===== src/logic/hhpwm_defines.vh =====
`ifndef HHPWM_DEFINES_VH
`define HHPWM_DEFINES_VH
// register byte addresses
`define HHPWM_ADDR_CTRL 12'h084
`define HHPWM_ADDR_DUTY 12'h088
`define HHPWM_ADDR_MISC 12'h0D8
`define HHPWM_ADDR_STAT 12'h0DC
// control register fields
`define HHPWM_MODE_LSB 0
`define HHPWM_FREQ_LSB 3
`define HHPWM_SRC_LSB 5
`define HHPWM_VSEL_BIT 7
// misc register fields
`define HHPWM_PWMIN_SEL_BIT 1
`define HHPWM_GRP_ENG_BIT 2
// reset values
`define HHPWM_CTRL_RST 8'h00
`define HHPWM_DUTY_RST 8'h00
`define HHPWM_MISC_RST 8'h02
// duty sources
`define HHPWM_SRC_REG 2'h0
`define HHPWM_SRC_ENG 2'h1
`define HHPWM_SRC_GRP 2'h2
// base frequencies in Hz, times ten
`define HHPWM_F0_DHZ 1570
`define HHPWM_F1_DHZ 4900
`define HHPWM_F2_DHZ 9800
`define HHPWM_F3_DHZ 39000
`define HHPWM_CLK_HZ 200000000
// power-save wait, seconds
`define HHPWM_PS_WAIT_S 1
`endif


===== src/logic/hhpwm_top.v =====
// The placing of the registers and register access over APB were decided locally.
`timescale 1ns/10ps
`default_nettype none
`include "hhpwm_defines.vh"
module hhpwm_top #(
   parameter CLK_HZ = `HHPWM_CLK_HZ,
   parameter PS_WAIT_CYC = `HHPWM_PS_WAIT_S * `HHPWM_CLK_HZ
) (
   // clock and reset
   input wire i_ref_clk,
   input wire i_resetn,
   // apb slave
   input wire i_psel,
   input wire i_penable,
   input wire i_pwrite,
   input wire [11:0] i_paddr,
   input wire [31:0] i_pwdata,
   output reg [31:0] o_prdata,
   output reg o_pready,
   output reg o_pslverr,
   // duty sources
   input wire [7:0] i_eng_duty,
   input wire [7:0] i_grp_duty,
   // power management
   input wire i_idle_req,
   output reg o_pwr_save,
   output reg o_boost_cv,
   output reg o_boost_5v0,
   // h-bridge gates
   output reg o_motor_channel_a_pin,
   output reg o_motor_channel_b_pin,
   output reg o_a_high_on,
   output reg o_a_low_on,
   output reg o_b_high_on,
   output reg o_b_low_on,
   output reg o_haptic_active
);
   localparam [1:0] ST_IDLE = 2'h1;
   localparam [1:0] ST_RUN = 2'h2;
   localparam [31:0] DIV0 = CLK_HZ * 10 / (`HHPWM_F0_DHZ * 256);
   localparam [31:0] DIV1 = CLK_HZ * 10 / (`HHPWM_F1_DHZ * 256);
   localparam [31:0] DIV2 = CLK_HZ * 10 / (`HHPWM_F2_DHZ * 256);
   localparam [31:0] DIV3 = CLK_HZ * 10 / (`HHPWM_F3_DHZ * 256);
   localparam [31:0] PS_CYC = PS_WAIT_CYC;

   reg [7:0] ctrl_r;
   reg [7:0] duty_reg_r;
   reg [7:0] misc_r;
   reg [1:0] state_r;
   reg [1:0] state_nxt;
   reg [31:0] pre_r;
   reg [7:0] cnt_r;
   reg [7:0] duty_act_r;
   reg [2:0] mode_act_r;
   reg [1:0] freq_act_r;
   reg [31:0] wait_r;
   reg [7:0] duty_src;
   reg [31:0] div_sel;
   reg pwm_a;
   reg en_a;
   reg en_b;
   reg [31:0] rd_data;
   reg addr_ok;
   wire [2:0] motor_drive_mode_field;
   wire haptic_sel;
   wire tick;
   wire wr_fire;

   assign motor_drive_mode_field = ctrl_r[`HHPWM_MODE_LSB +: 3];
   // haptic enabled, pin mux chosen and engines not owning group pwm
   assign haptic_sel = ~misc_r[`HHPWM_PWMIN_SEL_BIT] & ~misc_r[`HHPWM_GRP_ENG_BIT] &
      (motor_drive_mode_field[1:0] != 2'h0);
   assign wr_fire = i_psel & i_penable & i_pwrite & o_pready;

   // apb decode
   always @* begin
      addr_ok = 1'b1;
      rd_data = 32'h00000000;
      case (i_paddr)
         `HHPWM_ADDR_CTRL: rd_data[7:0] = ctrl_r;
         `HHPWM_ADDR_DUTY: rd_data[7:0] = duty_reg_r;
         `HHPWM_ADDR_MISC: rd_data[7:0] = misc_r;
         `HHPWM_ADDR_STAT: rd_data[4:0] = {o_pwr_save, o_haptic_active, mode_act_r};
         default: addr_ok = 1'b0;
      endcase
   end

   // one wait state: ready in second access cycle
   always @(posedge i_ref_clk) begin
      if (!i_resetn) begin
         o_pready <= 1'b0;
         o_prdata <= 32'h00000000;
         o_pslverr <= 1'b0;
         ctrl_r <= `HHPWM_CTRL_RST;
         duty_reg_r <= `HHPWM_DUTY_RST;
         misc_r <= `HHPWM_MISC_RST;
      end else begin
         o_pready <= i_psel & i_penable & ~o_pready;
         o_pslverr <= i_psel & i_penable & ~o_pready & ~addr_ok;
         o_prdata <= (i_psel & i_penable & ~o_pready & ~i_pwrite) ? rd_data : 32'h00000000;
         if (wr_fire) begin
            // only host writes reach the mode field
            if (i_paddr == `HHPWM_ADDR_CTRL) ctrl_r <= i_pwdata[7:0];
            if (i_paddr == `HHPWM_ADDR_DUTY) duty_reg_r <= i_pwdata[7:0];
            if (i_paddr == `HHPWM_ADDR_MISC) misc_r <= i_pwdata[7:0];
         end
      end
   end

   // duty source mux
   always @* begin
      case (ctrl_r[`HHPWM_SRC_LSB +: 2])
         `HHPWM_SRC_ENG: duty_src = i_eng_duty;
         `HHPWM_SRC_GRP: duty_src = i_grp_duty;
         default: duty_src = duty_reg_r;
      endcase
   end

   // prescaler per base frequency; dual modes run at double rate
   always @* begin
      case (freq_act_r)
         2'h0: div_sel = DIV0;
         2'h1: div_sel = DIV1;
         2'h2: div_sel = DIV2;
         default: div_sel = DIV3;
      endcase
      if (mode_act_r[1:0] == 2'h1) div_sel = div_sel >> 1;
   end
   assign tick = (pre_r >= div_sel - 32'h00000001);

   // counter and period-start latching
   always @(posedge i_ref_clk) begin
      if (!i_resetn) begin
         pre_r <= 32'h00000000;
         cnt_r <= 8'h00;
         duty_act_r <= 8'h00;
         mode_act_r <= 3'h0;
         freq_act_r <= 2'h0;
      end else begin
         pre_r <= tick ? 32'h00000000 : pre_r + 32'h00000001;
         if (tick) begin
            cnt_r <= cnt_r + 8'h01;
            if (cnt_r == 8'hFF) begin
               duty_act_r <= duty_src;
               mode_act_r <= haptic_sel ? motor_drive_mode_field : 3'h0;
               freq_act_r <= ctrl_r[`HHPWM_FREQ_LSB +: 2];
            end
         end
      end
   end

   // channel pattern; FFH means fully on
   always @* begin
      pwm_a = (duty_act_r == 8'hFF) | (cnt_r < duty_act_r);
      en_a = 1'b0;
      en_b = 1'b0;
      case (mode_act_r)
         3'h1: begin
            // complementary: 00H gives B on, 80H equal halves
            en_a = pwm_a;
            en_b = ~pwm_a;
         end
         3'h5: begin
            en_a = (duty_act_r != 8'h80) & pwm_a;
            en_b = (duty_act_r != 8'h80) & ~pwm_a;
         end
         3'h2: begin
            en_a = pwm_a;
            en_b = 1'b0;
         end
         3'h3: begin
            en_a = 1'b0;
            en_b = pwm_a;
         end
         3'h6: begin
            en_a = pwm_a;
            en_b = 1'b1;
         end
         3'h7: begin
            en_a = 1'b1;
            en_b = pwm_a;
         end
         default: begin
            en_a = 1'b0;
            en_b = 1'b0;
         end
      endcase
   end

   // power-save sequencing
   always @* begin
      case (state_r)
         ST_IDLE: state_nxt = (mode_act_r[1:0] != 2'h0) ? ST_RUN : ST_IDLE;
         ST_RUN: state_nxt = (mode_act_r[1:0] == 2'h0 && i_idle_req && wait_r >= PS_CYC - 32'h00000001)
            ? ST_IDLE : ST_RUN;
         default: state_nxt = ST_IDLE;
      endcase
   end

   always @(posedge i_ref_clk) begin
      if (!i_resetn) begin
         state_r <= ST_IDLE;
         wait_r <= 32'h00000000;
         o_pwr_save <= 1'b0;
         o_boost_cv <= 1'b0;
         o_boost_5v0 <= 1'b0;
         o_motor_channel_a_pin <= 1'b0;
         o_motor_channel_b_pin <= 1'b0;
         o_a_high_on <= 1'b0;
         o_a_low_on <= 1'b0;
         o_b_high_on <= 1'b0;
         o_b_low_on <= 1'b0;
         o_haptic_active <= 1'b0;
      end else begin
         state_r <= state_nxt;
         // one-second rest before power-save
         if (state_r == ST_RUN && mode_act_r[1:0] == 2'h0) begin
            if (wait_r < PS_CYC) wait_r <= wait_r + 32'h00000001;
         end else begin
            wait_r <= 32'h00000000;
         end
         o_pwr_save <= (state_nxt == ST_IDLE) & i_idle_req;
         // o_boost_cv follows the applied mode, so it drops with the drive; o_boost_5v0 follows the control register
         o_boost_cv <= (mode_act_r[1:0] != 2'h0);
         o_boost_5v0 <= ctrl_r[`HHPWM_VSEL_BIT];
         o_haptic_active <= (mode_act_r[1:0] != 2'h0);
         o_motor_channel_a_pin <= en_a;
         o_motor_channel_b_pin <= en_b;
         // off channel closes its low switch in an active mode; both switches open only when no mode is applied
         o_a_high_on <= en_a;
         o_a_low_on <= ~en_a & (mode_act_r[1:0] != 2'h0);
         o_b_high_on <= en_b;
         o_b_low_on <= ~en_b & (mode_act_r[1:0] != 2'h0);
      end
   end
endmodule
`default_nettype wire


===== config.mk =====
export PLATFORM = sky130hd
export DESIGN_NAME = hhpwm_top
export DESIGN_NICKNAME = d
export VERILOG_FILES = /design/src/logic/hhpwm_top.v
export VERILOG_INCLUDE_DIRS = /design/src /design/src/logic
export SDC_FILE = /design/constraint.sdc
export NUM_CORES = 1
export LEC_CHECK = 0
export BUFFER_PORTS_ARGS = -buffer_cell sky130_fd_sc_hd__buf_2
export CORE_AREA = 2 2 124 126
export CTS_BUF_LIST = sky130_fd_sc_hd__clkbuf_16
export DETAILED_ROUTE_END_ITERATION = 8
export DIE_AREA = 0 0 126 128
export PLACE_DENSITY = 0.76
export SLEW_MARGIN = 20
export SYNTH_ARGS = -nofsm -noshare
export SYNTH_HDL_FRONTEND = slang
export SYNTH_SLANG_ARGS = --single-unit

===== constraint.sdc =====
create_clock -name i_ref_clk -period 3.3 [get_ports i_ref_clk]
set_input_delay 0.66 -clock i_ref_clk [delete_from_list [all_inputs] [get_ports i_ref_clk]]
set_output_delay 0.66 -clock i_ref_clk [all_outputs]
set_load 0.01 [all_outputs]

Yosys cells after proc, flatten, opt, wreduce, memory -nomap -nowiden:

Cells that the tools add are included.

* register bits after elaboration: 152
* bits of input ports: 66
* output and inout bits: 44
* word-level logic and storage cells: 102

* add/subtract/negate cells: 4
* order comparisons: 4
* equality and inequality tests: 21
* multiplexer cells: 12
* bitwise gates (word level): 23
* reductions and logical operators: 17

Operators with widths (count)
* $add A32 B1 Y32 const B: 2
* $eq A12 B8 Y1 const B: 4
* $pmux W13 S3: 1
* $ge A32 B28 Y1 const B: 1
* $ge A32 B32 Y1: 1
* $lt A32 B28 Y1 const B: 1
* $mux W32: 1
* $sub A32 B1 Y32 const B: 1
* $pmux W5 S4: 1
* $eq A8 B8 Y1 const B: 2
* $pmux W8 S2: 1
* $and A1 B1 Y1: 13
* $reduce_and A2 Y1: 6
* $eq A2 B1 Y1 const B: 5
* $eq A3 B3 Y1 const B: 3
* $not A1 Y1: 9
* $pmux W3 S3: 1
* $add A8 B1 Y8 const B: 1
* $lt A8 B8 Y1: 1
* $ne A8 B8 Y1 const B: 1
* $eq A2 B2 Y1 const B: 3
* $eq A3 B2 Y1 const B: 2
* $logic_not A2 Y1: 2
* $mux W2: 2
* 12 further kinds: 16

Longest topological paths before layout:

Gate-level depths: netlist (run 1).

* depth after elaboration: 7
* mapped depth: 15
* mapped depth without buffers: 12

Least setup slack after synthesis (run 1):

Ideal clock, no wire load.

* path kind: flip-flop to flip-flop
* start: reg freq_act_r[0]
* end: reg mode_act_r[2]
* library setup time: 0.072 ns
* data arrival time: 3.494 ns
* data required time: 3.228 ns
* path slack: -0.266 ns
* stages on the path, launching flop included: 15
* path buffers: 2
* period minus slack after synthesis: 3.566 ns
* cell sequence: dfxtp_1 inv_1 ha_1 a2111oi_2 nand3_1 o211ai_1 nand2_1 ha_1 nand2_1 or4_4 o32a_1 buf_6 a21oi_4 buf_12 mux2i_1

* word-level cells in the longest chain between the ends: 6
* elaborated cells on any way between the ends: 8
* classes of those cells: add/sub (1); order compare (1); eq/ne (2); mux (2); reduce/logical (2)

Ends and longest elaborated chain
* from (decl): line hhpwm_top.v:55 `reg [1:0] freq_act_r;`
* from (signal assigned): line hhpwm_top.v:146 `` freq_act_r <= ctrl_r[`HHPWM_FREQ_LSB +: 2]; ``
* $eq A2 B2 Y1 (tied with other cells): line hhpwm_top.v:121 `case (freq_act_r)`
* $pmux W13 S3 (*): line hhpwm_top.v:121
* $mux W32 (*): line hhpwm_top.v:127 `if (mode_act_r[1:0] == 2'h1) div_sel = div_sel >> 1;`
* $sub A32 B1 Y32 (*): line hhpwm_top.v:129 `assign tick = (pre_r >= div_sel - 32'h00000001);`
* $ge A32 B32 Y1 (*): line hhpwm_top.v:129
* $reduce_and A2 Y1 (no source line) (*)
* to (signal assigned): line hhpwm_top.v:145 `mode_act_r <= haptic_sel ? motor_drive_mode_field : 3'h0;`
* to (decl): line hhpwm_top.v:54 `reg [2:0] mode_act_r;`

Mark *: on every way between the ends. The rest lies on a longest branch, timed or not.
A chain may end at the register's enable or synchronous reset.

Worst setup path in the final report (run 1):

* start: reg freq_act_r[1]
* end: reg freq_act_r[0]

* word-level cells in the longest chain between the ends: 6
* elaborated cells on any way between the ends: 8
* classes of those cells: add/sub (1); order compare (1); eq/ne (2); mux (2); reduce/logical (2)

Ends and longest elaborated chain (line)
* $eq A2 B2 Y1 (tied with other cells): hhpwm_top.v:121
* $pmux W13 S3 (*): hhpwm_top.v:121
* $mux W32 (*): hhpwm_top.v:127
* $sub A32 B1 Y32 (*): hhpwm_top.v:129
* $ge A32 B32 Y1 (*): hhpwm_top.v:129
* $reduce_and A2 Y1 (no source line) (*)

Marked as above.

==> results.toml, run 1 <==
[global_routing]
grt_usage_pct = 17.7
grt_max_degree = 29
antenna_found_initial = 1
first_global_vias = 4967
overflow = 0
grt_pass1_wl_um = 23400

[yosys]
ys.flop_type = "dfxtp_1"
synth_enable_flop_cells = 0
synth-seq-cells = 128
syn_inst = 754
synth_area_per_cell_um2 = 8.65
synth_cell_types = 62
syn_area_um2 = 6520
seq_area_frac_synth_pct = 39.3
synth_warnings = 0
async_flop_share_pct = 0

[floorplan]
chipWidth_um = 126
die_area_um2 = 16100
initial_utilization_pct = 43.9
num_rows = 45
dieHeight_um = 128
ios = 110
core-area_um2 = 14900

[cts]
postCtsHoldBufs = 0
tritoncts = "done"
htreeDepth = 4
path_clk_slew_ps = 60
clockBufferDepth = 2
numCtsBuffers = 17
cts.sinks = 128
ctsRootBufferMaster = "clkbuf_16"
worst_skew_pair.late_latency_ps = 420

[timing]
clock_skew_ps = 12.7
fmax_ghz = 0.310
hold_viol = 0
fin_crit_sh_pct = 97.7
tightest_slew_ps = 723
maxSlewHeadroom_pct = 51.6
drv_slew = 0
finalSetupViolations = 0
grt_setup_unrepaired = "true"
post-route-worst-setup-slack_ps = 75.2
min_period_ps = 3220

[detailed_routing]
vias = 5607
postRouteAntennaNets = 0
routed_wl_um = 14200
drt_iter0_markers = 319
vias_per_cell = 5.41
wl_per_cell_um = 13.7
dr.pass1.iters = 5
drc = 0

[cells_and_area]
layout.cells.non_filler = 1037
layout_commonest_cell = "dfxtp_1"
drive_gt1_share_pct = 15.9
area_growth_pct = 17.8
nets = 935
antenna_cells = 0
layout_common_cells = "126 x dfxtp_1, 89 x nand2_1, 66 x nor2_1, 61 x buf_2, 45 x mux2i_1"

[power_and_ir_drop]
p_leak_uw = 0.00289
power_density_nw_per_um2 = 447
irDropWorstVdd_v = 0.000323

[setup_path]
cp.arrival_ps = 3550
path_max_fanout = 13
worst_setup_path_start_kind = "register"
crit_type = "register to register"
r2r_start = "freq_act_r[1]"
required_ps = 3630
startpoint = "freq_act_r[1]"
worst_setup_path_end_kind = "register"

[min_path]
min_from = "pre_r[0]"
hold_class = "register to register"

[placement]
place_inst = 1003
gp_congestion = 0.807
port_buffers = 61
dp_slack_ps = -2.60
place_hpwl_um = 10300

[outcome]
status = "finished clean"

[run]
maxCapViolations = 0
-- layer usage --
layer  part of all wire, %  routed length (µm)  vias to the layer above  GRT usage, %
met5                  0.12                  17                        -             0
met4                  0.93                 132                        2          6.14
met3                   5.4                 770                       14          4.09
met2                    48                6880                      120          29.2
met1                    45                6390                     2641          22.8
li1                      -                   -                     2830             -
-- per-stage QoR --
step / instance area, µm² / TNS, ps / total power [µW] / utilization [%] / hold WS [ps]
final: 7680 / 0 / 3440 / 51.7 / 453
after global routing: 7680 / -370 / 3550 / 51.7 / 483
after floorplan: 6700 / 0 / 1680 / - / 425
after global placement: 7050 / 0 / 1700 / 47.4 / 441
after CTS: 7610 / 0 / 3460 / 51.2 / 457
after detailed placement: 7050 / -2.60 / 1700 / 47.4 / 445
-- cells by family after synthesis --
kind of cell	count (synthesis)	share of synthesized area (%)
flops	128	39.3
mux	45	6.91
buf+inv	86	6.94
compound gates	144	14.8
xor+xnor	17	2.28
fa+ha+maj	33	6.33
simple gates	299	23.4
other cells	2	0.115
-- power by group --
group | internal, µW | switching, µW
Combinational | 35.9 | 62.3
Sequential | 1560 | 8.22
Clock | 1040 | 726
Total | 2640 | 796
-- cell type report --
cell class | count | area (µm²)
well taps | 188 | 235
fillers | 1352 | 7180
clock buffers | 17 | 425
flip-flops and latches | 128 | 2570
clock inverters | 15 | 135
multi-input cells | 580 | 3730
repair buffers | 81 | 484
inverters | 28 | 108
-- path summary, 6_finish.rpt --
| check | slack [ps] | endpoint | cells after the start |
|---|---|---|---|
| worst max-delay path | 80 | freq_act_r[0] | 13 |
| worst min-delay path | 450 | pre_r[0] | 1 |
| worst max register to register | 80 | freq_act_r[0] | 13 |
| worst min register to register | 450 | pre_r[0] | 1 |
-- cell usage after synthesis, types with 9 or more instances --
cell / count / area (µm²)
and2_1: 11 / 68.8
nand3_1: 29 / 145
a21oi_1: 46 / 230
or3_1: 12 / 75.1
dfxtp_1: 128 / 2560
nor2_1: 66 / 248
buf_4: 27 / 203
a22oi_1: 9 / 67.6
xnor2_1: 9 / 78.8
nor4_1: 9 / 56.3
nand2_1: 90 / 338
o31ai_1: 13 / 97.6
nand4_1: 17 / 106
clkbuf_1: 22 / 82.6
o21ai_0: 28 / 140
or4_1: 17 / 128
o211ai_1: 9 / 67.6
nand2b_1: 11 / 68.8
inv_1: 27 / 101
nor3_1: 11 / 55.1
mux2i_1: 45 / 450
ha_1: 33 / 413
-- registers in the layout (all words and copies together) (netlist names), 2 cells and up --
signal	count
cnt_r	8
ctrl_r	8
duty_act_r	8
duty_reg_r	8
freq_act_r	2
misc_r	8
mode_act_r	3
o_prdata	8
pre_r	32
state_r	2
wait_r	32
-- what timing repair did --
action,CTS,global route
endpoints found under the setup margin,3,23
pin swaps,2,1
endpoints found under the hold margin,0,0
buffers inserted,0,2
gates resized for setup,2,14
-- critical path, stage by stage, from the launching register on --
cell	delay [ps]
dfxtp_4	380
inv_4	50
ha_4	160
a2111oi_4	390
nand3_1	160
o211ai_1	120
o21ai_0	120
ha_1	330
nand2_1	70
or4_4	420
o32a_1	370
a21oi_4	170
buf_12	170
mux2i_1	210
Note: power is estimated with default switching activity, not from simulation.
==> inputs of run 2 (changes only) <==
--- a/config.mk
+++ b/config.mk
@@ -11,7 +11,7 @@
 export CTS_BUF_LIST = sky130_fd_sc_hd__clkbuf_16
 export DETAILED_ROUTE_END_ITERATION = 8
 export DIE_AREA = 0 0 126 128
-export PLACE_DENSITY = 0.76
+export PLACE_DENSITY = 0.73
 export SLEW_MARGIN = 20
 export SYNTH_ARGS = -nofsm -noshare
 export SYNTH_HDL_FRONTEND = slang
==> constraint.sdc (replaced) <==
create_clock -name i_ref_clk -period 4.11 [get_ports i_ref_clk]
set_input_delay 0.822 -clock i_ref_clk [delete_from_list [all_inputs] [get_ports i_ref_clk]]
set_output_delay 0.822 -clock i_ref_clk [all_outputs]
set_load 0.01 [all_outputs]
==> run 2 against run 1 <==
Non-clock buffer count shrank 11; power shrank 19%; critical endpoint is now duty_act_r[1]; cell count shrank 1.1%; global-route usage shrank 0.24 points; register-to-register slack gained 310 ps; maximum frequency shrank 13%; critical path type unchanged.
==> results.toml, run 2 (same netlist as run 1, synthesis figures left out) <==
[cells_and_area]
fillCellCount = 1404
top_regs = "pre_r x32, wait_r x32"
nets = 924
drive_gt1_share_pct = 13.3
layout_commonest_cell = "dfxtp_1"
layout_common_cells = "128 x dfxtp_1, 90 x nand2_1, 66 x nor2_1, 61 x buf_2, 46 x a21oi_1"
finish.utilization_pct = 50.7
area_growth_pct = 15.4

[cts]
worst_skew_pair.late_latency_ps = 410
path_clk_slew_ps = 60
ctsRootBufferMaster = "clkbuf_16"
cts.sinks = 128
numCtsBuffers = 17
htreeDepth = 4
tritoncts = "done"
ctsResizeCount = 0
postCtsHoldBufs = 0
clockBufferDepth = 2
cts_setup_buffers = 0

[timing]
maxSlewHeadroom_pct = 41.2
fin_crit_sh_pct = 90.6
min_period_ps = 3720
grt_setup_unrepaired = "false"
tightest_slew_ps = 876
clock_skew_ps = 9.90
finalSetupViolations = 0
setup_tns_ps = 0
drv_slew = 0
fmax_ghz = 0.269
hold_viol = 0

[global_routing]
grt_max_degree = 31
use_met2_pct = 28.1
first_global_vias = 4949
grt_pass1_wl_um = 23300
use_met3_pct = 4.67
met1_usage_pct = 23.2
overflow = 0
antenna_found_initial = 1
grt_busiest_layer = "met2"
grt_usage_pct = 17.5

[detailed_routing]
drt_iter0_markers = 397
postRouteAntennaNets = 0
wl_per_cell_um = 13.6
vias_per_cell = 5.34
dr.pass1.iters = 5
vias = 5475
routed_wl_um = 14000
drc = 0

[setup_path]
crit_type = "register to register"
cp.arrival_ps = 4060
crit_chain = "inv_1, ha_1, a2111oi_2, buf_4, nand3_1, o211ai_1, nand2_1, ha_1, nand2_1, or4_4, o32a_1, a21oi_4, buf_4, mux2i_1"
critical_path.top_delay_family = "compound AO/OA/AOI/OAI gates"
required_ps = 4450
worst_setup_path_end_kind = "register"
path_max_fanout = 13
crit_path_top_delay_cell = "dfxtp_1"
critPathBufInv = 3
max_stage_delay_ps = 510
r2r_slack_ps = 390
worst_setup_path_start_kind = "register"

[floorplan]
die_area_um2 = 16100
chipWidth_um = 126
num_rows = 45
initial_utilization_pct = 43.9
dieHeight_um = 128
ios = 110
core-area_um2 = 14900

[power_and_ir_drop]
combPwrFrac_pct = 2.8
irDropWorstVdd_v = 0.000261
p_sw_share_pct = 22.1
p_clk_share_pct = 52.0
internal_power_uw = 2170
p_leak_uw = 0.00282
p_sw_uw = 616
power_density_nw_per_um2 = 370
pwr-share-seq_pct = 45.3

[placement]
place_hpwl_um = 10000
gp_congestion = 0.812
port_buffers = 61

[min_path]
hold_class = "register to register"

[run]
maxCapViolations = 0

[outcome]
status = "finished clean"
-- run 2: changes by cell type in the layout (fill, tap and decap cells not counted), sizes merged --
cell / change
bufinv: +1
buf: -11
clkinvlp: +2
diode: +1
clkinv: -1
inv: -3
-- run 2: path summary, 6_finish.rpt --
path                 startpoint            end  cells past startpoint
setup / recovery  freq_act_r[0]  duty_act_r[1]                     14
hold / removal        misc_r[5]    o_prdata[5]                      2
setup reg to reg  freq_act_r[0]  duty_act_r[1]                     14
hold reg to reg       misc_r[5]    o_prdata[5]                      2
-- run 2: power by group through the flow --
| stage | sequential (µW) | clock [µW] | combinational [µW] |
|---|---|---|---|
| floorplan | 1290 | 0 | 59.1 |
| CTS | 1260 | 1480 | 76.2 |
| finish | 1260 | 1450 | 77.1 |
| global placement | 1290 | 0 | 74.6 |
| global route | 1260 | 1520 | 87.6 |
| detailed placement | 1290 | 0 | 76.0 |
-- run 2: cell type report --
class                           instances  area (µm²)  area share (%)
Multi-Input combinational cell        580        3680            48.9
Sequential cell                       128        2560            34.0
Clock buffer                           17         425            5.65
Timing Repair Buffer                   70         373            4.95
Tap cell                              188         235            3.12
Clock inverter                         14         141            1.88
Inverter                               28         105            1.40
Antenna cell                            1        2.50          0.0332
-- run 2: per-layer routing --
metal	wire length (µm)	vias up
li1	-	2805
met1	6480	2532
met2	6570	123
met3	778	15
met4	167	0
met5	0	-
-- run 2: worst reg2reg max path, stage by stage (launching register included) --
cell       delay (ps)
dfxtp_1           510
inv_1             140
ha_1              270
a2111oi_2         280
buf_4             200
nand3_1           100
o211ai_1          100
nand2_1            80
ha_1              270
nand2_1            70
or4_4             510
o32a_1            450
a21oi_4           190
buf_4             260
mux2i_1           220
-- run 2: metrics by stage --
step	hold slack [ps]	cells	total power (µW)	cell area [µm²]	setup WS, ps
4_1_cts	460	1025	2810	7510	386
2_1_floorplan	425	794	1350	6670	544
6_report	458	1026	2780	7530	386
3_3_place_gp	443	994	1360	6940	476
3_5_place_dp	446	994	1360	6940	391
5_1_grt	476	1025	2870	7530	39.1
==> inputs of run 3 (changes only) <==
--- a/config.mk
+++ b/config.mk
@@ -7,10 +7,10 @@
 export NUM_CORES = 1
 export LEC_CHECK = 0
 export BUFFER_PORTS_ARGS = -buffer_cell sky130_fd_sc_hd__buf_2
-export CORE_AREA = 2 2 124 126
+export CORE_AREA = 3 3 125 127
 export CTS_BUF_LIST = sky130_fd_sc_hd__clkbuf_16
 export DETAILED_ROUTE_END_ITERATION = 8
-export DIE_AREA = 0 0 126 128
+export DIE_AREA = 0 0 128 130
 export PLACE_DENSITY = 0.73
 export SLEW_MARGIN = 20
 export SYNTH_ARGS = -nofsm -noshare
==> run 3 against run 2 <==
First-iteration DRC count down 21%; sequential power hardly changed; critical path type unchanged; sequential cell count is the same; largest cell class unchanged.
==> results.toml, run 3 (same netlist as run 1, synthesis figures left out) <==
[placement]
place_hpwl_um = 9910
place_inst = 992
gp_congestion = 0.801
dp_slack_ps = 461
port_buffers = 61

[global_routing]
grt_usage_pct = 16.9
grt_pass1_wl_um = 22800
first_global_vias = 4929
overflow = 0
antenna_found_initial = 0
grt_max_degree = 29

[detailed_routing]
wl_per_cell_um = 13.6
dr.max_layer_used = "met4"
vias = 5484
drc = 0
routed_wl_um = 14000
wl_met3_um = 579
vias_per_cell = 5.36
wl_met2_um = 6810
postRouteAntennaNets = 0
dr.pass1.iters = 7
drt_iter0_markers = 315
met1_length_um = 6300

[setup_path]
worst_setup_path_end_kind = "register"
reg2reg_to = "mode_act_r[0]"
required_ps = 4440
reg2regPathDepth = 14
r2r_start = "freq_act_r[0]"
worst_setup_path_start_kind = "register"
crit_type = "register to register"
r2r_slack_ps = 440
path_max_fanout = 13
cp.arrival_ps = 4000

[floorplan]
initial_utilization_pct = 44.9
core-area_um2 = 14500
ios = 110
chipWidth_um = 128
die_area_um2 = 16600
dieHeight_um = 130
num_rows = 44

[power_and_ir_drop]
p_sw_uw = 587
p_clk_share_pct = 54.3
power_density_nw_per_um2 = 386
internal_power_uw = 2340
pwr-share-seq_pct = 43.0
p_leak_uw = 0.00287
power_uw = 2930
combPwrFrac_pct = 2.7
p_sw_share_pct = 20.0
irDropWorstVdd_v = 0.000317

[min_path]
min_from = "pre_r[0]"
hold_class = "register to register"
holdPathEnd = "pre_r[0]"
worstHoldPathCells = 1

[cts]
ctsRootBufferMaster = "clkbuf_16"
tritoncts = "done"
ctsResizeCount = 0
worst_skew_pair.late_latency_ps = 410
numCtsBuffers = 17
clockBufferDepth = 2
path_clk_slew_ps = 60
cts_setup_buffers = 0
postCtsHoldBufs = 0
htreeDepth = 4
cts.sinks = 128

[timing]
min_period_ps = 3670
finalSetupViolations = 0
post-route-worst-setup-slack_ps = 443
maxSlewHeadroom_pct = 34.4
setup_tns_ps = 0
hold_viol = 0
fin_crit_sh_pct = 89.2
fmax_ghz = 0.273
tightest_slew_ps = 983
drv_slew = 0
grt_setup_unrepaired = "false"
clock_skew_ps = 4.97

[cells_and_area]
antenna_cells = 0
layout_common_cells = "128 x dfxtp_1, 90 x nand2_1, 66 x nor2_1, 61 x buf_2, 46 x a21oi_1"
nets = 926
fillCellCount = 1396
multiInputGateArea_um2 = 3670
seq_area_um2 = 2560
layout.cells.non_filler = 1024
top_regs = "pre_r x32, wait_r x32"
drive_gt1_share_pct = 13.2
layout_commonest_cell = "dfxtp_1"
area_growth_pct = 16.5

[outcome]
status = "finished clean"

[run]
maxCapViolations = 0
## run 3: cell types whose count changed in the layout (fill, tap and decap cells not counted), sizes merged
cell / delta
buf: +2
bufinv: +3
diode: -1
clkinvlp: -2
## run 3: worst max path at each step
stage                        from       endpoint  slack (ps)  cells after the start
floorplan           freq_act_r[0]  mode_act_r[2]         540                     14
global placement    freq_act_r[0]  mode_act_r[1]         560                     14
detailed placement  freq_act_r[0]  mode_act_r[0]         460                     14
CTS                 freq_act_r[0]  mode_act_r[0]         440                     14
global route        freq_act_r[0]  mode_act_r[0]         190                     14
finish              freq_act_r[0]  mode_act_r[0]         440                     14
## run 3: metal layers
metal  track usage (%)  up-vias
met5                 0        -
met3              4.71       25
li1                  -     2799
met2              28.2      108
met4              6.80        0
met1              20.6     2552
## run 3: area by class of cell
| type | instances | area share, % |
|---|---|---|
| repair buffers | 72 | 5.27 |
| clock inverters | 15 | 2.65 |
| well taps | 184 | 3.03 |
| clock buffers | 17 | 5.60 |
| inverters | 28 | 1.38 |
| flip-flops and latches | 128 | 33.7 |
| multi-input cells | 580 | 48.4 |
## run 3: critical path, stage by stage (launching register included)
cell and delay (ps):
dfxtp_1 490, inv_1 130, ha_1 270, a2111oi_2 290, buf_4 210, nand3_1 100, o211ai_1 100, nand2_1 80
ha_1 270, nand2_1 70, or4_4 520, o32a_1 440, a21oi_4 220, buf_12 170, mux2i_1 220
## run 3: power groups by stage
stage | sequential (µW) | combinational [µW] | clock, µW
2_1_floorplan | 1290 | 59.1 | 0
3_3_place_gp | 1290 | 75.1 | 0
3_5_place_dp | 1290 | 76.8 | 0
4_1_cts | 1260 | 77.1 | 1620
5_1_grt | 1260 | 87.9 | 1680
6_report | 1260 | 77.9 | 1590
## run 3: stage by stage
step / cell area [µm²] / hold slack (ps) / utilization (%)
floorplan: 6670 / 425 / -
CTS: 7600 / 464 / 52.3
detailed placement: 6970 / 448 / 48.0
finish: 7600 / 459 / 52.3
global route: 7600 / 473 / 52.3
global placement: 6960 / 440 / 47.9
